--- config.mk ---
export PLATFORM = sky130hd
export DESIGN_NAME = axis_param_command_decoder
export DESIGN_NICKNAME = d
export VERILOG_FILES = /design/src/axis_cmd_pkg.sv /design/src/frame_collect.sv /design/src/axis_param_command_decoder.sv
export SDC_FILE = /design/constraint.sdc
export NUM_CORES = 2
export LEC_CHECK = 0
export BUFFER_PORTS_ARGS = -buffer_cell sky130_fd_sc_hd__buf_2
export CORE_MARGIN = 5
export CORE_UTILIZATION = 45
export DETAILED_ROUTE_END_ITERATION = 16
export GPL_ROUTABILITY_DRIVEN = 0
export PLACE_DENSITY_LB_ADDON = 0.08
export SYNTH_ARGS = -nofsm -noshare
export SYNTH_HDL_FRONTEND = slang
export SYNTH_HIERARCHICAL = 1
export SYNTH_SLANG_ARGS = --single-unit
--- constraint.sdc ---
create_clock -name clk -period 5.1 [get_ports clk]
set_clock_uncertainty 0.15 [all_clocks]
set_input_delay 0.51 -clock clk [delete_from_list [all_inputs] [get_ports clk]]
set_output_delay 0.51 -clock clk [all_outputs]
set_load 0.02 [all_outputs]
--- src/axis_cmd_pkg.sv ---
// package of constants and carrier types for the axis command decoder
// assumes a byte-wide frame input from some serial front end on one clock
// ---------------------------------------------------------------
// What this block does
// - frame: address, instruction, type, bank, value msb first, checksum
// - move type 1 adds signed two's-complement offset to current position
// - move type 2 uses value as stored coordinate number, moves there
// - instruction 5 writes value into parameter named by type, replies 100
// - set values live in volatile working memory only
// - instruction 6 replies 100 with selected parameter value
// - get inside a standalone program also copies value to accumulator
// - get from host leaves accumulator unchanged
// - instruction 7 copies parameter to backing store, replies 100 and zero
// - instruction 8 reloads parameter from backing store
// - after reset every parameter loads from backing store before commands
// - move type 0 absolute, 1 relative, 2 stored coordinate
// ---------------------------------------------------------------
package axis_cmd_pkg;
  localparam int FRAME_BYTES = 9;
  localparam logic [7:0] MOVE_TO_POSITION_CMD = 8'h04;
  localparam logic [7:0] SET_AXIS_PARAM_CMD = 8'h05;
  localparam logic [7:0] GET_AXIS_PARAM_CMD = 8'h06;
  localparam logic [7:0] STORE_AXIS_PARAM_CMD = 8'h07;
  localparam logic [7:0] RESTORE_AXIS_PARAM_CMD = 8'h08;
  localparam logic [7:0] ABSOLUTE_TARGET_TYPE = 8'h00;
  localparam logic [7:0] RELATIVE_OFFSET_TYPE = 8'h01;
  localparam logic [7:0] STORED_COORDINATE_TYPE = 8'h02;
  localparam logic [7:0] STATUS_OK = 8'h64;
  localparam logic [7:0] STATUS_BAD_CHECKSUM = 8'h01;
  localparam logic [7:0] STATUS_BAD_CMD = 8'h02;
  localparam logic [7:0] STATUS_BAD_TYPE = 8'h03;
  localparam logic [7:0] STATUS_BAD_VALUE = 8'h04;
  localparam logic [7:0] REPLY_ADDR = 8'h02;
  localparam logic [7:0] MODULE_ADDR = 8'h01;
  localparam logic [3:0] IDX_CSUM = 4'h8;
  localparam logic [3:0] IDX_LAST_VALUE = 4'h7;

  typedef struct packed {
    logic [7:0] addr;
    logic [7:0] instr;
    logic [7:0] ptype;
    logic [7:0] bank;
    logic [31:0] value;
  } cmd_frame_t;

  typedef struct packed {
    logic [7:0] reply_addr;
    logic [7:0] module_addr;
    logic [7:0] status;
    logic [7:0] instr;
    logic [31:0] value;
  } reply_t;

  typedef struct packed {
    logic valid;
    logic [7:0] data;
  } byte_in_t;
endpackage

--- src/frame_collect.sv ---
`timescale 1ns/1ps
// byte collector: assembles nine-byte command frames and checks the sum
// assumes bytes arrive on clk as one-cycle strobes, no pin crossing here
module frame_collect (
  input wire logic clk,
  input wire logic rst_b,
  input wire logic in_valid,
  input wire logic [7:0] in_data,
  input wire logic hold,
  output logic frame_valid,
  output logic sum_ok,
  output axis_cmd_pkg::cmd_frame_t frame
);
  import axis_cmd_pkg::*;

  logic [3:0] idx_q, idx_d;
  logic [7:0] sum_q, sum_d;
  logic [63:0] sr_q, sr_d;
  logic fv_q, fv_d;
  logic ok_q, ok_d;

  // ---------------------------------------------------------------
  // byte counting and checksum
  // ---------------------------------------------------------------
  // bytes offered while hold is high are dropped, so the host must wait
  always_comb begin
    idx_d = idx_q;
    sum_d = sum_q;
    sr_d = sr_q;
    fv_d = 1'b0;
    ok_d = ok_q;
    if (in_valid && !hold) begin
      if (idx_q == IDX_CSUM) begin
        fv_d = 1'b1;
        ok_d = (in_data == sum_q);
        idx_d = 4'h0;
        sum_d = 8'h00;
      end else begin
        sr_d = {sr_q[55:0], in_data};
        sum_d = sum_q + in_data;
        idx_d = idx_q + 4'h1;
      end
    end
  end

  // registers only
  always_ff @(posedge clk or negedge rst_b) begin
    if (!rst_b) begin
      idx_q <= 4'h0;
      sum_q <= 8'h00;
      sr_q <= 64'h0;
      fv_q <= 1'b0;
      ok_q <= 1'b0;
    end else begin
      idx_q <= idx_d;
      sum_q <= sum_d;
      sr_q <= sr_d;
      fv_q <= fv_d;
      ok_q <= ok_d;
    end
  end

  assign frame_valid = fv_q;
  assign sum_ok = ok_q;
  assign frame = cmd_frame_t'(sr_q);

  // a frame is flagged exactly one cycle after its checksum byte
  frame_pulse_a: assert property (@(posedge clk) disable iff (!rst_b)
    in_valid && !hold && idx_q == IDX_CSUM |=> frame_valid)
    else $error("frame strobe missing after checksum byte");
  sum_check_a: assert property (@(posedge clk) disable iff (!rst_b)
    in_valid && !hold && idx_q == IDX_CSUM && in_data != sum_q
    |=> !sum_ok)
    else $error("bad checksum accepted");
endmodule

--- src/axis_param_command_decoder.sv ---
`timescale 1ns/1ps
// axis parameter command decoder: executes move, set, get, store, restore
// assumes a byte front end on clk and a nonvolatile copy kept inside
module axis_param_command_decoder #(
  parameter int NUM_PARAMS = 16,
  parameter int NUM_COORDS = 21
) (
  input wire logic clk,
  input wire logic rst_b,
  input wire logic in_valid,
  input wire logic [7:0] in_data,
  input wire logic program_mode,
  input wire logic [31:0] actual_position,
  output logic ready,
  output logic reply_valid,
  output axis_cmd_pkg::reply_t reply,
  output logic target_valid,
  output logic [31:0] target_position,
  output logic [31:0] accumulator
);
  import axis_cmd_pkg::*;

  typedef enum logic [2:0] {
    ST_LOAD = 3'b001,
    ST_IDLE = 3'b010,
    ST_EXEC = 3'b100
  } state_t;

  localparam int PW = $clog2(NUM_PARAMS);
  localparam int CW = $clog2(NUM_COORDS);

  state_t st_q, st_d;
  logic [PW-1:0] load_q, load_d;
  logic [31:0] work_q [NUM_PARAMS];
  logic [31:0] work_d [NUM_PARAMS];
  logic [31:0] nv_q [NUM_PARAMS];
  logic [31:0] nv_d [NUM_PARAMS];
  logic [31:0] stored_coordinate_type_q [NUM_COORDS];
  reply_t rep_q, rep_d;
  logic rv_q, rv_d;
  logic ready_q, ready_d;
  logic tv_q, tv_d;
  logic [31:0] tgt_q, tgt_d;
  logic [31:0] acc_q, acc_d;
  logic frame_valid, sum_ok;
  cmd_frame_t fr;
  logic [PW-1:0] pidx;
  logic [CW-1:0] cidx;
  logic pok, cok;

  // ---------------------------------------------------------------
  // frame assembly
  // ---------------------------------------------------------------
  frame_collect u_collect (
    .clk(clk),
    .rst_b(rst_b),
    .in_valid(in_valid),
    .in_data(in_data),
    .hold(st_q != ST_IDLE),
    .frame_valid(frame_valid),
    .sum_ok(sum_ok),
    .frame(fr)
  );

  assign pidx = fr.ptype[PW-1:0];
  assign cidx = fr.value[CW-1:0];
  assign pok = 32'(fr.ptype) < NUM_PARAMS;
  assign cok = fr.value < 32'(NUM_COORDS);

  // coordinates have no write path in this block; they reset to
  // zero and hold, so every in-range stored coordinate move goes to zero
  generate
    for (genvar c = 0; c < NUM_COORDS; c++) begin : g_stored_coordinate_type
      always_ff @(posedge clk or negedge rst_b) begin
        if (!rst_b) begin
          stored_coordinate_type_q[c] <= 32'h0;
        end else begin
          stored_coordinate_type_q[c] <= stored_coordinate_type_q[c];
        end
      end
    end
  endgenerate

  // ---------------------------------------------------------------
  // command execution
  // ---------------------------------------------------------------
  // one command per frame; the reply comes two cycles after the frame strobe
  always_comb begin
    st_d = st_q;
    load_d = load_q;
    work_d = work_q;
    nv_d = nv_q;
    rep_d = rep_q;
    rv_d = 1'b0;
    tv_d = 1'b0;
    tgt_d = tgt_q;
    acc_d = acc_q;
    case (st_q)
      ST_LOAD: begin
        work_d[load_q] = nv_q[load_q];
        load_d = load_q + 1'b1;
        if (32'(load_q) == NUM_PARAMS - 1) begin
          st_d = ST_IDLE;
        end
      end
      ST_IDLE: begin
        if (frame_valid) begin
          st_d = ST_EXEC;
        end
      end
      ST_EXEC: begin
        st_d = ST_IDLE;
        rv_d = 1'b1;
        rep_d.reply_addr = REPLY_ADDR;
        rep_d.module_addr = MODULE_ADDR;
        rep_d.instr = fr.instr;
        rep_d.status = STATUS_OK;
        rep_d.value = 32'h0;
        if (!sum_ok) begin
          rep_d.status = STATUS_BAD_CHECKSUM;
        end else begin
          case (fr.instr)
            MOVE_TO_POSITION_CMD: begin
              tv_d = 1'b1;
              case (fr.ptype)
                ABSOLUTE_TARGET_TYPE: tgt_d = fr.value;
                RELATIVE_OFFSET_TYPE: tgt_d = actual_position + fr.value;
                STORED_COORDINATE_TYPE: begin
                  if (cok) begin
                    tgt_d = stored_coordinate_type_q[cidx];
                  end else begin
                    tv_d = 1'b0;
                    rep_d.status = STATUS_BAD_VALUE;
                  end
                end
                default: begin
                  tv_d = 1'b0;
                  rep_d.status = STATUS_BAD_TYPE;
                end
              endcase
            end
            SET_AXIS_PARAM_CMD, GET_AXIS_PARAM_CMD, STORE_AXIS_PARAM_CMD,
            RESTORE_AXIS_PARAM_CMD: begin
              if (!pok) begin
                rep_d.status = STATUS_BAD_TYPE;
              end else if (fr.instr == SET_AXIS_PARAM_CMD) begin
                work_d[pidx] = fr.value;
              end else if (fr.instr == GET_AXIS_PARAM_CMD) begin
                rep_d.value = work_q[pidx];
                if (program_mode) begin
                  acc_d = work_q[pidx];
                end
              end else if (fr.instr == STORE_AXIS_PARAM_CMD) begin
                nv_d[pidx] = work_q[pidx];
              end else begin
                work_d[pidx] = nv_q[pidx];
              end
            end
            default: rep_d.status = STATUS_BAD_CMD;
          endcase
        end
      end
      default: st_d = ST_LOAD;
    endcase
    // ready comes from a flop yet still tracks the idle state exactly
    ready_d = (st_d == ST_IDLE);
  end

  // registers only; the backing copy keeps its content across soft resets
  always_ff @(posedge clk or negedge rst_b) begin
    if (!rst_b) begin
      st_q <= ST_LOAD;
      load_q <= '0;
      rep_q <= '0;
      rv_q <= 1'b0;
      ready_q <= 1'b0;
      tv_q <= 1'b0;
      tgt_q <= 32'h0;
      acc_q <= 32'h0;
      for (int i = 0; i < NUM_PARAMS; i++) begin
        work_q[i] <= 32'h0;
      end
    end else begin
      st_q <= st_d;
      load_q <= load_d;
      rep_q <= rep_d;
      rv_q <= rv_d;
      ready_q <= ready_d;
      tv_q <= tv_d;
      tgt_q <= tgt_d;
      acc_q <= acc_d;
      work_q <= work_d;
    end
  end

  // nonvolatile copy: no reset, like a real backing store
  always_ff @(posedge clk) begin
    nv_q <= nv_d;
  end

  assign ready = ready_q;
  assign reply_valid = rv_q;
  assign reply = rep_q;
  assign target_valid = tv_q;
  assign target_position = tgt_q;
  assign accumulator = acc_q;

  // ---------------------------------------------------------------
  // checks
  // ---------------------------------------------------------------
  rel_target_a: assert property (@(posedge clk) disable iff (!rst_b)
    st_q == ST_EXEC && sum_ok && fr.instr == MOVE_TO_POSITION_CMD &&
    fr.ptype == RELATIVE_OFFSET_TYPE
    |=> target_valid && target_position ==
    $past(actual_position) + $past(fr.value))
    else $error("relative move target wrong");
  set_ok_a: assert property (@(posedge clk) disable iff (!rst_b)
    st_q == ST_EXEC && sum_ok && fr.instr == SET_AXIS_PARAM_CMD && pok
    |=> reply_valid && reply.status == STATUS_OK)
    else $error("set reply not ok");
  get_value_a: assert property (@(posedge clk) disable iff (!rst_b)
    st_q == ST_EXEC && sum_ok && fr.instr == GET_AXIS_PARAM_CMD && pok
    |=> reply.value == $past(work_q[pidx]))
    else $error("get reply value wrong");
  acc_direct_a: assert property (@(posedge clk) disable iff (!rst_b)
    !program_mode |=> $stable(accumulator))
    else $error("accumulator changed by host get");
  acc_program_a: assert property (@(posedge clk) disable iff (!rst_b)
    st_q == ST_EXEC && sum_ok && fr.instr == GET_AXIS_PARAM_CMD && pok &&
    program_mode |=> accumulator == reply.value)
    else $error("accumulator not loaded in program");
  store_zero_a: assert property (@(posedge clk) disable iff (!rst_b)
    st_q == ST_EXEC && sum_ok && fr.instr == STORE_AXIS_PARAM_CMD
    |=> reply_valid && reply.value == 32'h0)
    else $error("store reply value not zero");
  restore_work_a: assert property (@(posedge clk) disable iff (!rst_b)
    st_q == ST_EXEC && sum_ok && fr.instr == RESTORE_AXIS_PARAM_CMD && pok
    |=> work_q[$past(pidx)] == $past(nv_q[pidx]))
    else $error("restore did not reload");
  boot_load_a: assert property (@(posedge clk) disable iff (!rst_b)
    st_q == ST_LOAD |-> !ready && !reply_valid)
    else $error("command accepted during load");
  bad_sum_a: assert property (@(posedge clk) disable iff (!rst_b)
    st_q == ST_EXEC && !sum_ok
    |=> reply.status == STATUS_BAD_CHECKSUM && !target_valid)
    else $error("bad frame executed");
endmodule

**After elaboration in Yosys (flattened, before gate mapping)**

Memories as Yosys holds them, arrays and structs flattened.
Cells that the tools add are included.

- Register bits: 1,217
- Output and inout bits: 131
- Input port bits: 44
- Memory bits (read-only): 1,024
- Logic and storage cells: 153
- Memories kept: 1

- Magnitude comparators: 7
- Muxes and demuxes: 51
- Bitwise logic cells: 6
- Reduce and logical (&&, ||, !) cells: 15
- Add/sub/neg operators: 4
- Equal/unequal tests: 21

Memory list:

| name | depth | bits a word | read ports | clocked after Yosys merged registers in | write ports | RTL line | text |
|---|---|---|---|---|---|---|---|
| (name not given) | 32 | 32 | 1 | 0 | 0 | axis_param_command_decoder.sv:130 | `tgt_d = stored_coordinate_type_q[cidx];` |

Operator list:

| kind | number |
|---|---|
| 512-bit two-way mux | 6 |
| 512-bit bitwise mux | 4 |
| 512-bit one-hot mux with 2 select lines | 1 |
| 32-bit two-way mux | 16 |
| 32-bit binary-select mux with 4-bit select | 3 |
| 32-bit demux with 4-bit select | 2 |
| 32-bit one-hot mux with 3 select lines | 1 |
| 32-bit adder | 1 |
| 8-bit by 3-bit equality test with 1-bit output, second input constant | 4 |
| 32-bit by 5-bit less-than comparator with 1-bit output, second input constant | 1 |
| 8-bit two-way mux | 2 |
| 8-bit one-hot mux with 2 select lines | 1 |
| 7-bit two-way mux | 2 |
| 7-bit one-hot mux with 2 select lines | 1 |
| 7-bit AND reduction | 2 |
| 5-bit greater-or-equal comparator, second input constant | 2 |
| 5-bit by 1-bit less-than comparator with 1-bit output, second input constant | 2 |
| 4-bit inverter with 5-bit output | 2 |
| 3-bit one-hot mux with 3 select lines | 1 |
| 4-bit by 1-bit adder with 4-bit output, second input constant | 2 |
| 8-bit adder | 1 |
| 4-bit equality test, second input constant | 2 |
| 8-bit by 1-bit equality test with 1-bit output, second input constant | 1 |
| 8-bit by 2-bit equality test with 1-bit output, second input constant | 1 |
| 27 further kinds | 43 |

**Longest topological paths before layout**

- Depth in word-level cells: 13
- Gate-level depth with buffers: 11
- Gate-level depth less buffers: 11

**By module**

Netlist, hierarchy kept.

By module, submodules not included:

| module | cells each | area each (um2) | seq. area each (um2) | instances |
|---|---|---|---|---|
| axis_param_command_decoder | 3,801 | 56,691.9 | 31,166.1 | 1 |
| frame_collect | 236 | 3,271.9 | 1,951.9 | 1 |

**Worst setup path before layout**

No wires, ideal clock.

- Path type: flip-flop to flip-flop
- Start point: register u_collect.sr_q[46], in the netlist u_collect/frame[46]
- End point: register nv_q[100] (netlist name) (enable)
- Library setup time: 0.421 ns
- Path slack: 1.146 ns
- Required time: 4.529 ns
- Stages on the path, launching flop included: 6
- Buffers on the path: 0
- Arrival: 3.383 ns
- Period minus slack after synthesis: 3.954 ns
- Path through: dfrtp_1 or4_1 nand2b_1 nor4_1 nand3_1 nor2_1

- Longest elaborated chain between the ends: 2

RTL lines:

| item | RTL line | text |
|---|---|---|
| start, declared | frame_collect.sv:18 | `logic [63:0] sr_q, sr_d;` |
| start signal, assigned | frame_collect.sv:57 | `sr_q <= sr_d;` |
| 8-bit by 5-bit less-than comparator with 1-bit output | axis_param_command_decoder.sv:67 | `assign pok = 32'(fr.ptype) < NUM_PARAMS;` |
| 7-bit AND reduction (no source line) | n/a |  |
| end signal, assigned | axis_param_command_decoder.sv:198 | `nv_q <= nv_d;` |
| end, declared | axis_param_command_decoder.sv:36 | `logic [31:0] nv_q [NUM_PARAMS];` |

Every way passes these cells.
A chain may end at the register's enable or synchronous reset.

**Final worst setup path**

- Start point: register u_collect.sr_q[46], in the netlist u_collect/frame[46]
- End point: register nv_q[375] (netlist name) (enable)

Same word-level chain as after synthesis.

==> results by group <==
Setup path
  • Largest stage delay on the critical path: 0.85 ns
  • CP Launch Type: flip-flop
  • Crit Path Max Fanout: 17
  • Worst path bufs/invs: 1
  • CP Cell Sequence: or4_1 -> nand2b_1 -> nor4_1 -> nand2_1 -> nor2_4 -> buf_4
  • Slowest cell on crit path: nor4_1
  • CP delay by family, top: simple AND/OR/NAND/NOR gates
  • WP data required: 5.39 ns
  • Crit. End Element: flip-flop
  • Critical path class: flip-flop to flip-flop
  • WP data arrival: 4.54 ns

Floorplanning
  • Top-level port count: approximately 180
  • Die area: ~0.14 mm²
  • Die width: between 300 and 400 µm
  • Core area: 0.1316 mm²
  • Die Ht: around 370 µm
  • Initial Utilization: 45.33%
  • Row Count: approximately 130

CTS
  • CTS tree: done
  • Htree depth: 4
  • Post-CTS setup buffer count: 0
  • Later-pin clock latency in the skew report: 0.76 ns
  • Clk slew on worst S/H paths: about 0.060 ns
  • CTS buffer count: ~140
  • Clock root buffer: clkbuf_16
  • Sinks on Clock Net: 1213
  • Clk buf depth: 3

STA
  • Worst Max-Slew Pin Slew: 1.149 ns
  • Setup TNS: 0 ns
  • Fin. Hold Viols: 0
  • Max-slew violation count: 0
  • # setup viols final: 0
  • Crit share post-route: 83.24%
  • Max transition margin: between 20 and 25%
  • RSZ-0062 raised after global routing: false
  • Max Fclk: ~0.24 GHz
  • Final worst path period need: 4.245 ns

Job
  • Maxcap violations: 0

Hold path
  • Worst Hold Class: primary input to flip-flop

Routing
  • Drt first pass iters: 6
  • Antenna-violating nets left: 0
  • Final wirelength: just over 200 mm
  • 1st-iter DRT viols: between 4000 and 5000
  • Via count: 40910
  • Avg WL per Cell: 35.10 µm
  • Via/cell ratio: 6.911
  • DRC violations left: 0

Cells and area
  • Multi-input logic area: between 0.02 and 0.025 mm²
  • Sequential cell area: 0.03295 mm²
  • Final Instance Area: 0.06700 mm²
  • Layout cells sized above 1: 29.56%
  • Fill count: approximately 11000
  • Syn-to-layout area delta: 12.28%
  • Fin nets: between 4000 and 5000

Status
  • Outcome: finished clean

Synthesis
  • Post-Syn Area: 0.05967 mm²
  • Synth warn: 6
  • Syn Area/Cell: 14.84 µm²
  • Cells after Synth: 4021

Global route
  • Total track usage: 29.27%
  • Initial antenna violation count: 3
  • Global-route wire length before repair: approximately 300 mm
  • Vias in the first global route: between 40000 and 50000
  • Grt ovf: 0
  • Largest net degree at the start of global routing: 142

Placed design
  • DP Area: 0.06229 mm²
  • Hpwl dp: 117.3 mm
  • Port buffer count: 157

Power
  • VDD IR-drop max: slightly above 0.4 mV
  • Leak: approximately 0.025 µW
  • Pwr dens: roughly 720 mW/mm²
[registers in the layout, summed over array words and instances (netlist names)]
register and flops:
nv_q 512, work_q 512, u_collect/frame 56, reply 45
accumulator 32, target_position 32, u_collect/sum_q 8, load_q 4
u_collect/idx_q 4, st_q 3, ready 1, reply_valid 1
target_valid 1, u_collect/frame_valid 1, u_collect/sum_ok 1
[power by group]
group / total [µW] / switching (µW) / internal, µW
Combinational: 21600 / 12900 / 8790
Sequential: 16800 / 2470 / 14300
Clock: 10100 / 4130 / 5940
Total: 48500 / 19500 / 29100
[layout by cell type, fill, tap and decap left out, types with 15 or more instances in the layout]
master,n
conb_1,17
o21ai_2,23
o21ai_1,36
buf_2,156
xnor2_1,24
mux2i_4,31
clkinv_2,21
a21oi_1,46
nand2_2,29
nor2_1,29
nand2_1,147
inv_1,19
buf_4,122
o22ai_1,515
mux4_2,447
clkbuf_16,150
nand3_2,21
edfxtp_1,512
a22oi_1,21
buf_12,28
a21o_1,23
ha_1,44
clkbuf_8,26
o21ai_0,23
a22o_1,545
dfrtp_1,692
nor2_4,15
clkbuf_1,33
mux2i_1,34
mux2_2,120
[worst reg2reg max path, delay by kind of cell, from the launching register on]
kind                   cells  cell delay, ns
AND/OR/NAND/NOR            5            3.05
buffers and inverters      1            0.34
flip-flops                 1            0.39
[layout make-up]
type / count / area share (%)
Sequential cell: 1213 / 49.17
Multi-Input combinational cell: 2357 / 37.01
Clock buffer: 209 / 6.321
Timing Repair Buffer: 318 / 3.556
Tap cell: 1755 / 3.277
Clock inverter: 44 / 0.5415
Inverter: 20 / 0.1120
Antenna cell: 3 / 0.01120
[worst paths after layout]
path,start,end,slack [ns],depth (start not counted)
hold reg to reg,reply[35]$_DFFE_PN0P_,reply[35]$_DFFE_PN0P_,0.32,2
max in group asynchronous,rst_b,accumulator[23]$_DFFE_PN0P_,3.31,3
min in group asynchronous,rst_b,u_collect/frame[38]$_DFFE_PN0P_,0.17,2
hold / removal,actual_position[30],target_position[30]$_DFFE_PN0P_,0.09,4
setup / recovery,u_collect/frame[46]$_DFFE_PN0P_,nv_q[375]$_DFFE_PP_,0.85,6
setup reg to reg,u_collect/frame[46]$_DFFE_PN0P_,nv_q[375]$_DFFE_PP_,0.85,6
[stage by stage]
| step | total power, µW | cells | hold slack (ns) | setup slack (ns) | util [%] |
|---|---|---|---|---|---|
| floorplan | 31060 | 4037 | 0.06441 | 1.146 | - |
| global placement | 38320 | 5652 | 0.3057 | 0.9543 | 47.32 |
| detailed placement | 38490 | 5652 | 0.3138 | 0.9411 | 47.32 |
| CTS | 48640 | 5916 | 0.03123 | 0.9047 | 50.90 |
| global route | 50490 | 5916 | 0.07818 | 0.6453 | 50.90 |
| finish | 48520 | 5919 | 0.08712 | 0.8547 | 50.90 |
[per-layer routing]
metal	vias to the layer above	track usage, %	wire (µm)
met5	-	0	13
met4	2	10.71	8001
met3	459	6.796	18340
met2	2157	46.24	96830
met1	21730	39.99	84560
li1	16560	-	-
[what timing repair did]
item / 4_1_cts / 5_1_grt
hold endpoints to repair: 69 / 0
resized for setup: 0 / 0
hold buffers: 11 / 0
Power figures use the tool's default switching activity.
